File: config.mk
export PLATFORM = sky130hd
export DESIGN_NAME = adc_conv_ctrl
export DESIGN_NICKNAME = d
export VERILOG_FILES = /design/src/core/adc_ctrl_pkg.sv /design/src/core/sync_rise.sv /design/src/core/conv_clk_div.sv /design/src/core/adc_conv_ctrl.sv
export SDC_FILE = /design/constraint.sdc
export NUM_CORES = 1
export LEC_CHECK = 0
export BUFFER_PORTS_ARGS = -buffer_cell sky130_fd_sc_hd__buf_2
export CAP_MARGIN = 10
export CORE_MARGIN = 8
export CORE_UTILIZATION = 53
export DETAILED_ROUTE_END_ITERATION = 7
export GPL_TIMING_DRIVEN = 0
export PLACE_DENSITY = 0.79
export SYNTH_ARGS = -nofsm -noshare
export SYNTH_HDL_FRONTEND = slang
export SYNTH_SLANG_ARGS = --single-unit
export TNS_END_PERCENT = 100
File: constraint.sdc
create_clock -name clk_i -period 5.89 [get_ports clk_i]
set_clock_uncertainty 0.15 [all_clocks]
set_input_delay 0.589 -clock clk_i [delete_from_list [all_inputs] [get_ports clk_i]]
set_output_delay 0.589 -clock clk_i [all_outputs]
set_load 0.02 [all_outputs]
File: src/core/adc_ctrl_pkg.sv
// Constants, timing figures and state type for the converter control.
// Assumes a single 10 MHz bus clock; all other rates are enable pulses.
package adc_ctrl_pkg;
   // ***************************************************************
   // Clock and startup timing
   // ***************************************************************
   localparam int CLK_PERIOD_NS = 100;
   localparam int STARTUP_NS    = 5000;
   // Longest time, so it rounds down
   localparam int STARTUP_CYC   = STARTUP_NS / CLK_PERIOD_NS;
   localparam int ASYNC_DIV     = 4;

   // ***************************************************************
   // Field codes and reset values
   // ***************************************************************
   localparam logic [4:0] CHAN_OFF     = 5'h1F;
   localparam logic [1:0] SRC_BUS      = 2'h0;
   localparam logic [1:0] SRC_BUS_DIV2 = 2'h1;
   localparam logic [1:0] SRC_ALT      = 2'h2;
   localparam logic [1:0] SRC_ASYNC    = 2'h3;
   localparam logic [1:0] MODE_8       = 2'h0;
   localparam logic [1:0] MODE_10      = 2'h2;
   localparam logic [9:0] RESULT_RST   = 10'h000;

   // ***************************************************************
   // Phase lengths in conversion-clock or bus cycles
   // ***************************************************************
   localparam logic [5:0] SAMPLE_SHORT = 6'h08;
   localparam logic [5:0] SAMPLE_LONG  = 6'h1C;
   localparam logic [5:0] SAR_CYC_8    = 6'h09;
   localparam logic [5:0] SAR_CYC_10   = 6'h0C;
   localparam logic [5:0] FIRST_EXTRA  = 6'h03;
   localparam logic [5:0] XFER_FIRST   = 6'h05;
   localparam logic [5:0] XFER_NEXT    = 6'h01;

   typedef enum logic [2:0] {
      ST_IDLE, ST_STARTUP, ST_SAMPLE, ST_CONVERT, ST_XFER
   } conv_state_t;
endpackage

File: src/core/sync_rise.sv
// Two-flop synchroniser with rising-edge detection after the second flop.
// Assumes inputs are asynchronous to clk_i.
module sync_rise #(
   parameter int WIDTH = 1
) (
   input  wire logic             clk_i,
   input  wire logic             reset_i,
   input  wire logic [WIDTH-1:0] async_i,
   output logic      [WIDTH-1:0] level_o,
   output logic      [WIDTH-1:0] rise_o
);
   logic [WIDTH-1:0] meta_ff;
   logic [WIDTH-1:0] level_ff;
   logic [WIDTH-1:0] prev_ff;

   always_ff @(posedge clk_i or posedge reset_i) begin
      if (reset_i) begin
         meta_ff  <= '0;
         level_ff <= '0;
         prev_ff  <= '0;
      end else begin
         meta_ff  <= async_i;
         level_ff <= meta_ff;
         prev_ff  <= level_ff;
      end
   end

   assign level_o = level_ff;
   assign rise_o  = level_ff & ~prev_ff;
endmodule // sync_rise

File: src/core/conv_clk_div.sv
// Divides the selected source tick by 1, 2, 4 or 8 into the conversion
// clock enable. Assumes src_tick_i is a one-cycle pulse on clk_i.
module conv_clk_div (
   input  wire logic       clk_i,
   input  wire logic       reset_i,
   input  wire logic       run_i,
   input  wire logic       src_tick_i,
   input  wire logic [1:0] div_sel_i,
   output logic            conv_tick_o
);
   logic [2:0] cnt_ff;
   logic [2:0] limit;

   assign limit = 3'((4'h1 << div_sel_i) - 4'h1);

   always_ff @(posedge clk_i or posedge reset_i) begin
      if (reset_i) begin
         cnt_ff      <= 3'h0;
         conv_tick_o <= 1'b0;
      end else if (!run_i) begin
         // Idle holds the divider still for lowest power
         cnt_ff      <= 3'h0;
         conv_tick_o <= 1'b0;
      end else begin
         conv_tick_o <= src_tick_i && (cnt_ff == limit);
         if (src_tick_i)
            cnt_ff <= (cnt_ff == limit) ? 3'h0 : cnt_ff + 3'h1;
      end
   end
endmodule // conv_clk_div

File: src/core/adc_conv_ctrl.sv
// Conversion control of a successive-approximation converter.
// Assumes software strobes and levels are on clk_i; trigger, alternate
// clock and pads are asynchronous; comparator output is on clk_i.
module adc_conv_ctrl (
   input  wire logic        clk_i,
   input  wire logic        reset_i,
   input  wire logic        sc1_write_i,
   input  wire logic [4:0]  channel_select_i,
   input  wire logic        continuous_enable_i,
   input  wire logic        done_irq_enable_i,
   input  wire logic        sc2_write_i,
   input  wire logic        config_write_i,
   input  wire logic        compare_write_i,
   input  wire logic        trigger_source_select_i,
   input  wire logic        compare_enable_i,
   input  wire logic        compare_greater_select_i,
   input  wire logic [9:0]  compare_value_i,
   input  wire logic        long_sample_select_i,
   input  wire logic [1:0]  mode_i,
   input  wire logic [1:0]  clock_source_select_i,
   input  wire logic [1:0]  clock_divide_select_i,
   input  wire logic        result_high_read_i,
   input  wire logic        result_low_read_i,
   input  wire logic        stop_enter_i,
   input  wire logic        wait_mode_i,
   input  wire logic        hw_trigger_in_i,
   input  wire logic        alternate_clock_i,
   input  wire logic        comparator_i,
   input  wire logic [7:0]  pin_disable_low_i,
   input  wire logic [7:0]  pin_disable_high_i,
   input  wire logic [15:0] port_oe_i,
   input  wire logic [15:0] pullup_req_i,
   input  wire logic [15:0] pad_in_i,
   output logic [15:0]      pad_oe_o,
   output logic [15:0]      port_read_o,
   output logic [15:0]      pullup_en_o,
   output logic             done_flag_o,
   output logic             irq_o,
   output logic             wake_o,
   output logic [1:0]       result_high_o,
   output logic [7:0]       result_low_o,
   output logic             active_o,
   output logic             sample_o,
   output logic             async_clk_enable_o,
   output logic [10:0]      dac_code_o
);
   // ***************************************************************
   // Synchronisers and clock enables
   // ***************************************************************
   adc_ctrl_pkg::conv_state_t state_ff;
   logic [15:0] pad_sync;
   logic [15:0] pin_dis;
   logic        trig_rise;
   logic        alt_rise;
   logic        div2_ff;
   logic [2:0]  async_cnt_ff;
   logic        src_tick;
   logic        conv_tick;
   logic        running;
   logic        async_sel;

   sync_rise #(.WIDTH(16)) u_pad_sync (
      .clk_i   (clk_i),
      .reset_i (reset_i),
      .async_i (pad_in_i),
      .level_o (pad_sync),
      .rise_o  ()
   );

   sync_rise #(.WIDTH(2)) u_edge_sync (
      .clk_i   (clk_i),
      .reset_i (reset_i),
      .async_i ({alternate_clock_i, hw_trigger_in_i}),
      .level_o (),
      .rise_o  ({alt_rise, trig_rise})
   );

   assign running   = (state_ff != adc_ctrl_pkg::ST_IDLE);
   assign async_sel = (clock_source_select_i == adc_ctrl_pkg::SRC_ASYNC);

   always_ff @(posedge clk_i or posedge reset_i) begin
      if (reset_i) begin
         div2_ff      <= 1'b0;
         async_cnt_ff <= 3'h0;
      end else begin
         div2_ff <= ~div2_ff;
         // Internal async generator runs only while converting
         if (!(running && async_sel))
            async_cnt_ff <= 3'h0;
         else if (async_cnt_ff == 3'(adc_ctrl_pkg::ASYNC_DIV - 1))
            async_cnt_ff <= 3'h0;
         else
            async_cnt_ff <= async_cnt_ff + 3'h1;
      end
   end

   always_comb begin
      case (clock_source_select_i)
         adc_ctrl_pkg::SRC_BUS:      src_tick = 1'b1;
         adc_ctrl_pkg::SRC_BUS_DIV2: src_tick = div2_ff;
         adc_ctrl_pkg::SRC_ALT:      src_tick = alt_rise;
         default: src_tick = (async_cnt_ff == 3'h0) && running;
      endcase
   end

   conv_clk_div u_div (
      .clk_i       (clk_i),
      .reset_i     (reset_i),
      .run_i       (running),
      .src_tick_i  (src_tick),
      .div_sel_i   (clock_divide_select_i),
      .conv_tick_o (conv_tick)
   );

   // ***************************************************************
   // Start, abort and phase lengths
   // ***************************************************************
   logic [4:0]  chan_ff;
   logic        cont_ff;
   logic        irq_en_ff;
   logic        first_ff;
   logic [5:0]  cnt_ff;
   logic [10:0] sar_ff;
   logic [10:0] mask_ff;
   logic [10:0] trial_ff;
   logic        block_ff;
   logic        ten_bit;
   logic        sw_start;
   logic        hw_start;
   logic        abort;
   logic [5:0]  samp_len;
   logic [5:0]  sar_len;
   logic [5:0]  xfer_len;
   logic        finish;
   logic        cond;
   logic        restart;
   logic        decide;
   logic [10:0] new_sar;

   assign ten_bit = (mode_i == adc_ctrl_pkg::MODE_10);
   assign sw_start = sc1_write_i && !trigger_source_select_i
                     && (channel_select_i != adc_ctrl_pkg::CHAN_OFF);
   // Idle-only acceptance also drops edges in a continuous run
   assign hw_start = trig_rise && trigger_source_select_i
                     && !running && !abort
                     && (chan_ff != adc_ctrl_pkg::CHAN_OFF);
   assign abort = sc1_write_i || sc2_write_i || config_write_i
                  || compare_write_i
                  || (stop_enter_i && !async_sel);

   // Timing budget: sample + SAR (+ first extras and bus transfer)
   assign samp_len = (long_sample_select_i ? adc_ctrl_pkg::SAMPLE_LONG
                      : adc_ctrl_pkg::SAMPLE_SHORT)
                     + (first_ff ? adc_ctrl_pkg::FIRST_EXTRA : 6'h00);
   assign sar_len  = ten_bit ? adc_ctrl_pkg::SAR_CYC_10
                             : adc_ctrl_pkg::SAR_CYC_8;
   assign xfer_len = first_ff ? adc_ctrl_pkg::XFER_FIRST
                              : adc_ctrl_pkg::XFER_NEXT;
   assign decide  = ten_bit ? (mask_ff != 11'h000) : (mask_ff[10:2] != 9'h000);
   assign new_sar = comparator_i ? trial_ff : sar_ff;
   assign finish  = (state_ff == adc_ctrl_pkg::ST_XFER) && !abort
                    && (cnt_ff == xfer_len - 6'h01);
   // A failed single compare ends even when blocked
   assign restart = block_ff ? !(!cont_ff && compare_enable_i && !cond)
                             : cont_ff;

   always_ff @(posedge clk_i or posedge reset_i) begin
      if (reset_i) begin
         chan_ff   <= adc_ctrl_pkg::CHAN_OFF;
         cont_ff   <= 1'b0;
         irq_en_ff <= 1'b0;
      end else if (sc1_write_i) begin
         chan_ff   <= channel_select_i;
         cont_ff   <= continuous_enable_i;
         irq_en_ff <= done_irq_enable_i;
      end
   end

   // ***************************************************************
   // Conversion sequencer
   // ***************************************************************
   always_ff @(posedge clk_i or posedge reset_i) begin
      if (reset_i) begin
         state_ff <= adc_ctrl_pkg::ST_IDLE;
         cnt_ff   <= 6'h00;
         first_ff <= 1'b0;
         sar_ff   <= 11'h000;
         mask_ff  <= 11'h000;
         trial_ff <= 11'h000;
      end else if (sw_start || hw_start) begin
         first_ff <= 1'b1;
         cnt_ff   <= 6'h00;
         state_ff <= async_sel ? adc_ctrl_pkg::ST_STARTUP
                               : adc_ctrl_pkg::ST_SAMPLE;
      end else if (abort) begin
         state_ff <= adc_ctrl_pkg::ST_IDLE;
      end else begin
         case (state_ff)
            adc_ctrl_pkg::ST_STARTUP: begin
               cnt_ff <= cnt_ff + 6'h01;
               if (cnt_ff == 6'(adc_ctrl_pkg::STARTUP_CYC - 1)) begin
                  cnt_ff   <= 6'h00;
                  state_ff <= adc_ctrl_pkg::ST_SAMPLE;
               end
            end
            adc_ctrl_pkg::ST_SAMPLE: if (conv_tick) begin
               cnt_ff <= cnt_ff + 6'h01;
               if (cnt_ff == samp_len - 6'h01) begin
                  cnt_ff   <= 6'h00;
                  sar_ff   <= 11'h000;
                  mask_ff  <= 11'h400;
                  trial_ff <= 11'h400;
                  state_ff <= adc_ctrl_pkg::ST_CONVERT;
               end
            end
            adc_ctrl_pkg::ST_CONVERT: if (conv_tick) begin
               cnt_ff <= cnt_ff + 6'h01;
               if (decide) begin
                  sar_ff   <= new_sar;
                  mask_ff  <= mask_ff >> 1;
                  trial_ff <= new_sar | (mask_ff >> 1);
               end
               if (cnt_ff == sar_len - 6'h01) begin
                  cnt_ff   <= 6'h00;
                  state_ff <= adc_ctrl_pkg::ST_XFER;
               end
            end
            adc_ctrl_pkg::ST_XFER: begin
               cnt_ff <= cnt_ff + 6'h01;
               if (finish) begin
                  cnt_ff   <= 6'h00;
                  first_ff <= 1'b0;
                  state_ff <= restart ? adc_ctrl_pkg::ST_SAMPLE
                                      : adc_ctrl_pkg::ST_IDLE;
               end
            end
            default: state_ff <= adc_ctrl_pkg::ST_IDLE;
         endcase
      end
   end

   // ***************************************************************
   // Rounding, compare and result transfer
   // ***************************************************************
   logic [10:0] rsum;
   logic [9:0]  raw;
   logic [9:0]  cv;
   logic [10:0] diff;
   logic [9:0]  value;
   logic [9:0]  result_ff;
   logic        done_ff;
   logic        done_set;
   logic        done_clr;
   logic        irq_ff;

   always_comb begin
      if (ten_bit)
         rsum = {1'b0, sar_ff[10:1]} + {10'h000, sar_ff[0]};
      else
         rsum = {3'h0, sar_ff[10:3]} + {10'h000, sar_ff[2]};
      if (ten_bit)
         raw = rsum[10] ? 10'h3FF : rsum[9:0];
      else
         raw = rsum[8] ? 10'h0FF : {2'h0, rsum[7:0]};
   end

   assign cv    = ten_bit ? compare_value_i : {2'h0, compare_value_i[7:0]};
   // Carry out of result + ~cv + 1 means result >= compare value
   assign diff  = {1'b0, raw} + {1'b0, ~cv} + 11'h001;
   assign cond  = !compare_enable_i
                  || (compare_greater_select_i == diff[10]);
   assign value = compare_enable_i ? (ten_bit ? diff[9:0]
                                      : {2'h0, diff[7:0]}) : raw;
   assign done_set = finish && !block_ff && cond;
   assign done_clr = sc1_write_i || result_low_read_i;

   always_ff @(posedge clk_i or posedge reset_i) begin
      if (reset_i)
         result_ff <= adc_ctrl_pkg::RESULT_RST;
      else if (done_set)
         result_ff <= value;
   end

   always_ff @(posedge clk_i or posedge reset_i) begin
      if (reset_i)
         block_ff <= 1'b0;
      else if (result_high_read_i && ten_bit)
         block_ff <= 1'b1;
      else if (result_low_read_i)
         block_ff <= 1'b0;
   end

   // Set wins over a clear in the same cycle
   always_ff @(posedge clk_i or posedge reset_i) begin
      if (reset_i) begin
         done_ff <= 1'b0;
         irq_ff  <= 1'b0;
      end else if (done_set) begin
         done_ff <= 1'b1;
         if (irq_en_ff)
            irq_ff <= 1'b1;
      end else if (done_clr) begin
         done_ff <= 1'b0;
         irq_ff  <= 1'b0;
      end
   end

   // ***************************************************************
   // Registered outputs
   // ***************************************************************
   assign pin_dis = {pin_disable_high_i, pin_disable_low_i};

   always_ff @(posedge clk_i or posedge reset_i) begin
      if (reset_i) begin
         pad_oe_o    <= 16'h0000;
         port_read_o <= 16'h0000;
         pullup_en_o <= 16'h0000;
      end else begin
         pad_oe_o    <= port_oe_i & ~pin_dis;
         port_read_o <= pad_sync & ~pin_dis;
         pullup_en_o <= pullup_req_i & ~pin_dis;
      end
   end

   always_ff @(posedge clk_i or posedge reset_i) begin
      if (reset_i) begin
         wake_o             <= 1'b0;
         active_o           <= 1'b0;
         sample_o           <= 1'b0;
         async_clk_enable_o <= 1'b0;
      end else begin
         wake_o             <= irq_ff && wait_mode_i;
         active_o           <= running;
         sample_o           <= (state_ff == adc_ctrl_pkg::ST_SAMPLE);
         async_clk_enable_o <= running && async_sel;
      end
   end

   // Trial code leaves straight from its register: a further stage would
   // let the comparator judge the previous trial at divide-by-one
   assign dac_code_o    = trial_ff;

   assign done_flag_o   = done_ff;
   assign irq_o         = irq_ff;
   assign result_high_o = result_ff[9:8];
   assign result_low_o  = result_ff[7:0];
endmodule // adc_conv_ctrl

After elaboration in Yosys (flattened, before gate mapping)
Index checks and enable logic that the tools add are counted.

cells by class
  reductions and logical operators = 50
  shifts and indexed selects = 1
  bitwise logic cells = 11
  add/sub/neg operators = 12
  muxes and demuxes = 64
  equality and inequality tests = 32

operators by type and width
  operator               count
  $mux 11                12
  $pmux 11 s2            3
  $mux 10                5
  $and 16x16->16         3
  $mux 6                 8
  $mux 3                 15
  $pmux 6 s4             1
  $eq 6x6->1             3
  $logic_and 1x1->1      18
  $not 16->16            1
  $mux 1                 13
  $ne 4x3->1 const B     3
  $ne 4x4->1 const B     3
  $pmux 3 s4             1
  $add 10x1->11          1
  $add 10x10->11         1
  $add 11x1->11 const B  1
  $or 11x10->11          1
  $reduce_bool 11->1     1
  $ne 5x5->1 const B     2
  $not 10->10            1
  $reduce_bool 2->1      5
  $add 8x1->9            1
  $eq 3x2->1 const B     3
  37 further kinds       64

storage, ports and cells
  flip-flop bits (word level) = 161
  bits of input ports = 104
  logic and storage cells = 199
  output and inout bits = 75

Logic depth before layout (Yosys ltp)
  depth after elaboration = 17
  gate-level depth with buffers = 16
  mapped depth without buffers = 15

By module
A second synthesis with hierarchy kept.

second synthesis, totals
  cell total of the unflattened synthesis = 726
  area, all modules = 8040.2 um^2

by module, submodules not included
  module                   area each (um^2)  sequential area each (um^2)  cells each  times used
  adc_conv_ctrl            6179.7            2984.1                       626         1
  sync_rise (u_pad_sync)   1425.1            1201.2                       65          1
  conv_clk_div             254.0             100.1                        26          1
  sync_rise (u_edge_sync)  181.4             150.1                        9           1

Least setup slack after synthesis
Ideal clock, no wire load.

  path type = input to register
  start = input port mode_i[0]
  end = register result_ff[0]
  data arrival time = 3.560 ns
  setup time = 0.125 ns
  stages = 13
  buffers on the path = 2
  data required time = 5.615 ns
  setup slack = 2.055 ns
  cell sequence = nand2b_1 > clkbuf_1 > or2_2 > a2111o_1 > o2111ai_1 > ha_1 > a21o_1 > a21oi_1 > o22ai_1 > a31oi_1 > and3_1 > buf_4 > mux2_2

between the ends
  cells in the longest elaborated chain, start to end = 9
  elaborated cells between the ends (all ways) = 14
  those cells by class = add/sub: 2; eq/ne: 2; mux: 7; bitwise: 1; reduce/logical: 2

ends and longest elaborated chain
  item                               RTL line                                    source
  start, declared                    adc_conv_ctrl.sv:19                         input wire logic [1:0] mode_i,
  $eq 2x2->1 (*)                     adc_conv_ctrl.sv:140                        assign ten_bit = (mode_i == adc_ctrl_pkg::MODE_10);
  $mux 11                            adc_conv_ctrl.sv:257                        if (ten_bit)
  $mux 8 or $mux 10 (tied branches)  adc_conv_ctrl.sv:264, adc_conv_ctrl.sv:262
  $mux 10                            adc_conv_ctrl.sv:261                        if (ten_bit)
  $add 10x10->11                     adc_conv_ctrl.sv:269                        assign diff = {1'b0, raw} + {1'b0, ~cv} + 11'h001;
  $add 11x1->11                      adc_conv_ctrl.sv:269
  $eq 1x1->1                         adc_conv_ctrl.sv:271                        || (compare_greater_select_i == diff[10]);
  $logic_or 1x1->1                   adc_conv_ctrl.sv:271
  $logic_and 1x1->1                  adc_conv_ctrl.sv:274                        assign done_set = finish && !block_ff && cond;
  end signal, assigned               adc_conv_ctrl.sv:279                        result_ff <= adc_ctrl_pkg::RESULT_RST;
  end signal, assigned               adc_conv_ctrl.sv:281                        result_ff <= value;
  end, declared                      adc_conv_ctrl.sv:250                        logic [9:0] result_ff;

Mark *: on every way between the ends. The rest lies on a longest branch, timed or not.
A chain may end at the register's enable or synchronous reset.

Final worst setup path
  start = register sar_ff[0]
  end = register result_ff[1]

between the ends
  cells in the longest elaborated chain, start to end = 9
  elaborated cells between the ends (all ways) = 12
  those cells by class = add/sub: 3; eq/ne: 1; mux: 6; reduce/logical: 2

ends and longest elaborated chain
  item                               RTL line                                    source
  start, declared                    adc_conv_ctrl.sv:123                        logic [10:0] sar_ff;
  start signal, assigned             adc_conv_ctrl.sv:219                        sar_ff <= new_sar;
  $add 10x1->11 (*)                  adc_conv_ctrl.sv:258                        rsum = {1'b0, sar_ff[10:1]} + {10'h000, sar_ff[0]};
  $mux 11 (*)                        adc_conv_ctrl.sv:257
  $mux 8 or $mux 10 (tied branches)  adc_conv_ctrl.sv:264, adc_conv_ctrl.sv:262
  $mux 10 (*)                        adc_conv_ctrl.sv:261
  $add 10x10->11                     adc_conv_ctrl.sv:269
  $add 11x1->11                      adc_conv_ctrl.sv:269
  $eq 1x1->1                         adc_conv_ctrl.sv:271
  $logic_or 1x1->1                   adc_conv_ctrl.sv:271
  $logic_and 1x1->1                  adc_conv_ctrl.sv:274

Marked as above.

==> results.cfg <==
[run]
timing.max_cap.violations = 0

[global_route]
globalRouteOverflowTotal = 0
first_global_vias = 5979
grtUsageMet2_pct = 37.6
first_pass_grt_wire_length_mm = 30.0
grt_antenna_before_repair = 1
grt_max_degree = 104
groute.layer.met1.usage_pct = 23.4
most_utilized_layer_in_the_global_route_result = met2
global_route.usage.total_pct = 21.1
globalRouteMet3Util_pct = 5.34

[power_and_ir_drop]
p_leak_nw = 4.53
powerDensity_mw_per_mm2 = 276
ir_drop_uv = 206
totalPowerFinal_mw = 2.49

[clocking]
cts-resized-gates = 0
clk_pin_slew_worst_paths_ns = 0.06
cts_inserted_buffers = 17
root_buffer = clkbuf_16
cts.sink_count = 161
post_cts_buffers = 0
tritoncts = done
post_cts_hold_buffer_count = 0
cts_htree_levels = 4
cts_max_path_buffers = 2
clkLatencyLatePin_ns = 0.42

[layout]
num-fill-cells = 982
final_layout_size_suffix_gt1_share_pct = 30.8
layout_common_cells = buf_2 (182), dfrtp_1 (156), nand2_1 (64), nor2b_1 (53), nor2_1 (32)
area.growth.synth_to_final_pct = 24.0
finalNetCount = 984
final-instance-count-excl-fill = 1047
leading_cell_type_in_the_layout_fill_and_taps_excluded = buf_2

[synthesis]
synth_flop_cell = dfrtp_1
post-synth-top-area-cell = dfrtp_1
synth.area.top_cells = dfrtp_1 (54%), nor2b_1 (4.6%), ha_1 (3.6%), nand2_1 (3.3%), mux2_2 (2.3%)
synthDominantCellAreaShare_pct = 53.8
postSynth.asyncResetShare_pct = 100
synth-edff-count = 0
synth_area_per_cell_um2 = 11.0
distinct_cells_synth = 67
ys_ff_latch = 161
number_of_synthesis_warnings = 0
synth.net_count = 788
mapped_cell_area_mm2 = 0.00725
syn_inst = 662
synth.yosys.seq_area_share_pct = 55.6

[route]
detail_route.wl_per_cell_um = 17.6
drtIter0Drc = 408
drt_pass_1_iters = 5
detailroute.via_count = 5788
vias_per_cell = 5.53
drt_wl_total_mm = 18.4
drc = 0
route.antenna.remaining_nets = 0

[place]
placement.setup.worst_slack_ns = 1.31
placed_instances = 1015
number_of_input_and_output_port_buffers_inserted = 176
finalWeightedCongestion = 0.881
hpwlAfterDp_mm = 13.9

[worst_setup_path]
worstSetupStartpointType = flip-flop
worstPathMaxFanout = 10
worst-setup-path-type = flip-flop to flip-flop
crit_end_category = flip-flop
ff2ff_path_depth = 14
worst-endpoint-arrival_ns = 4.73
worst_ep_required_time_ns = 6.04

[sta]
maxSlewHeadroom_pct = 33.4
final.setup.tns_ns = 0
finalSetupViolCount = 0
fmax_mhz = 218
tightest_slew_ns = 0.992
final_report_max_slew_violation_count = 0
grt_setup_unrepaired = no
layout_setup_ws_ns = 1.31
finalWorstPathRequiredPeriod_ns = 4.58
timing_hold_violations_final = 0
min_period_over_period_pct = 77.7

[die]
die-height_um = 133
chipWidth_um = 133
row_count = 42
core-area_mm2 = 0.0133
initial_core_util_pct = 54.6
design.portCount = 179
dieArea_mm2 = 0.0177

[run_status]
outcome = completed

[hold_path]
hp-class = input port to asynchronous set/reset pin
## synth_stat cells, types with 6 or more instances
master,count
dfrtp_1,156
nand2_1,64
nor2b_1,53
nor2_1,32
inv_1,31
a21oi_1,30
nand3_1,23
nor3_1,22
o21ai_0,22
ha_1,21
clkbuf_1,16
mux2_2,15
a22o_1,13
and3_1,11
a21o_1,9
or3b_2,9
mux2i_1,8
o41ai_2,8
xnor2_1,8
a31oi_1,7
nor4_1,7
buf_2,6
xor2_1,6
## per-layer routing
metal	part of all wire, %	vias up
met4	2.3	0
met5	0	-
met2	53	209
met3	5.8	34
met1	39	2826
li1	-	2719
## worst max-delay path: stages, from the launching register on
cell and delay [ns]:
dfrtp_1 0.42, ha_1 0.25, ha_1 0.21, nand3_1 0.18
or2_2 0.35, a2111o_1 0.57, o2111ai_1 0.21, ha_1 0.36
a21o_1 0.21, a21oi_1 0.22, o22ai_1 0.11, a31oi_1 0.35
and3_1 0.30, buf_4 0.23, mux2_2 0.35
## path summary, 6_finish.rpt
check	start	to	slack, ns
max reg2reg	sar_ff[0]	result_ff[1]	1.31
min in group clk_i	pad_in_i[9]	u_pad_sync.meta_ff[9]	0.12
min	reset_i	pad_oe_o[0]	0.08
min reg2reg	u_pad_sync.meta_ff[11]	u_pad_sync.level_o[11]	0.19
max	sar_ff[0]	result_ff[1]	1.31
max in group asynchronous	reset_i	chan_ff[3]	4.66
## stage by stage
step	hold slack (ns)	util, %	area (um^2)
4_1_cts	0.0924	67.6	8990
5_1_grt	0.104	67.6	8990
3_3_place_gp	0.182	62.8	8360
3_5_place_dp	0.185	63.1	8390
6_report	0.0818	67.6	8990
2_1_floorplan	0.181	-	7250
## area by class of cell
cell class	count	area (um^2)	share of cell area [%]
Sequential cell	161	4040	44.9
Multi-Input combinational cell	444	2980	33.1
Inverter	31	121	1.35
Antenna cell	1	2.50	0.0278
Clock inverter	9	119	1.32
Tap cell	176	220	2.45
Timing Repair Buffer	177	908	10.1
Clock buffer	22	484	5.38
Buffer	26	128	1.42
## report_power, final
part	total (mW)	switching (mW)	internal, mW
clock	1.12	0.444	0.674
sequential	1.16	0.0137	1.15
combinational	0.206	0.122	0.0840
total	2.49	0.580	1.91
## state kept, by name, indices dropped and copies added (netlist names), 6 cells and up
signal	flops
mask_ff	11
dac_code_o	11
pullup_en_o	16
port_read_o	16
pad_oe_o	16
u_pad_sync.meta_ff	16
result_ff	10
u_pad_sync.level_o	16
sar_ff	11
cnt_ff	6
## cell families (layout without fill, tap and decap cells)
logic type | after synthesis | count (layout) | synth area share (%)
buf+inv | 57 | 265 | 3.36
flops | 161 | 161 | 55.6
xor+xnor | 14 | 14 | 1.69
other cells | 0 | 1 | 0
mux | 23 | 23 | 3.43
fa+ha+maj | 22 | 22 | 3.90
simple gates | 258 | 258 | 19.2
compound gates | 127 | 127 | 12.8
Note: power is estimated with default switching activity, not from simulation.
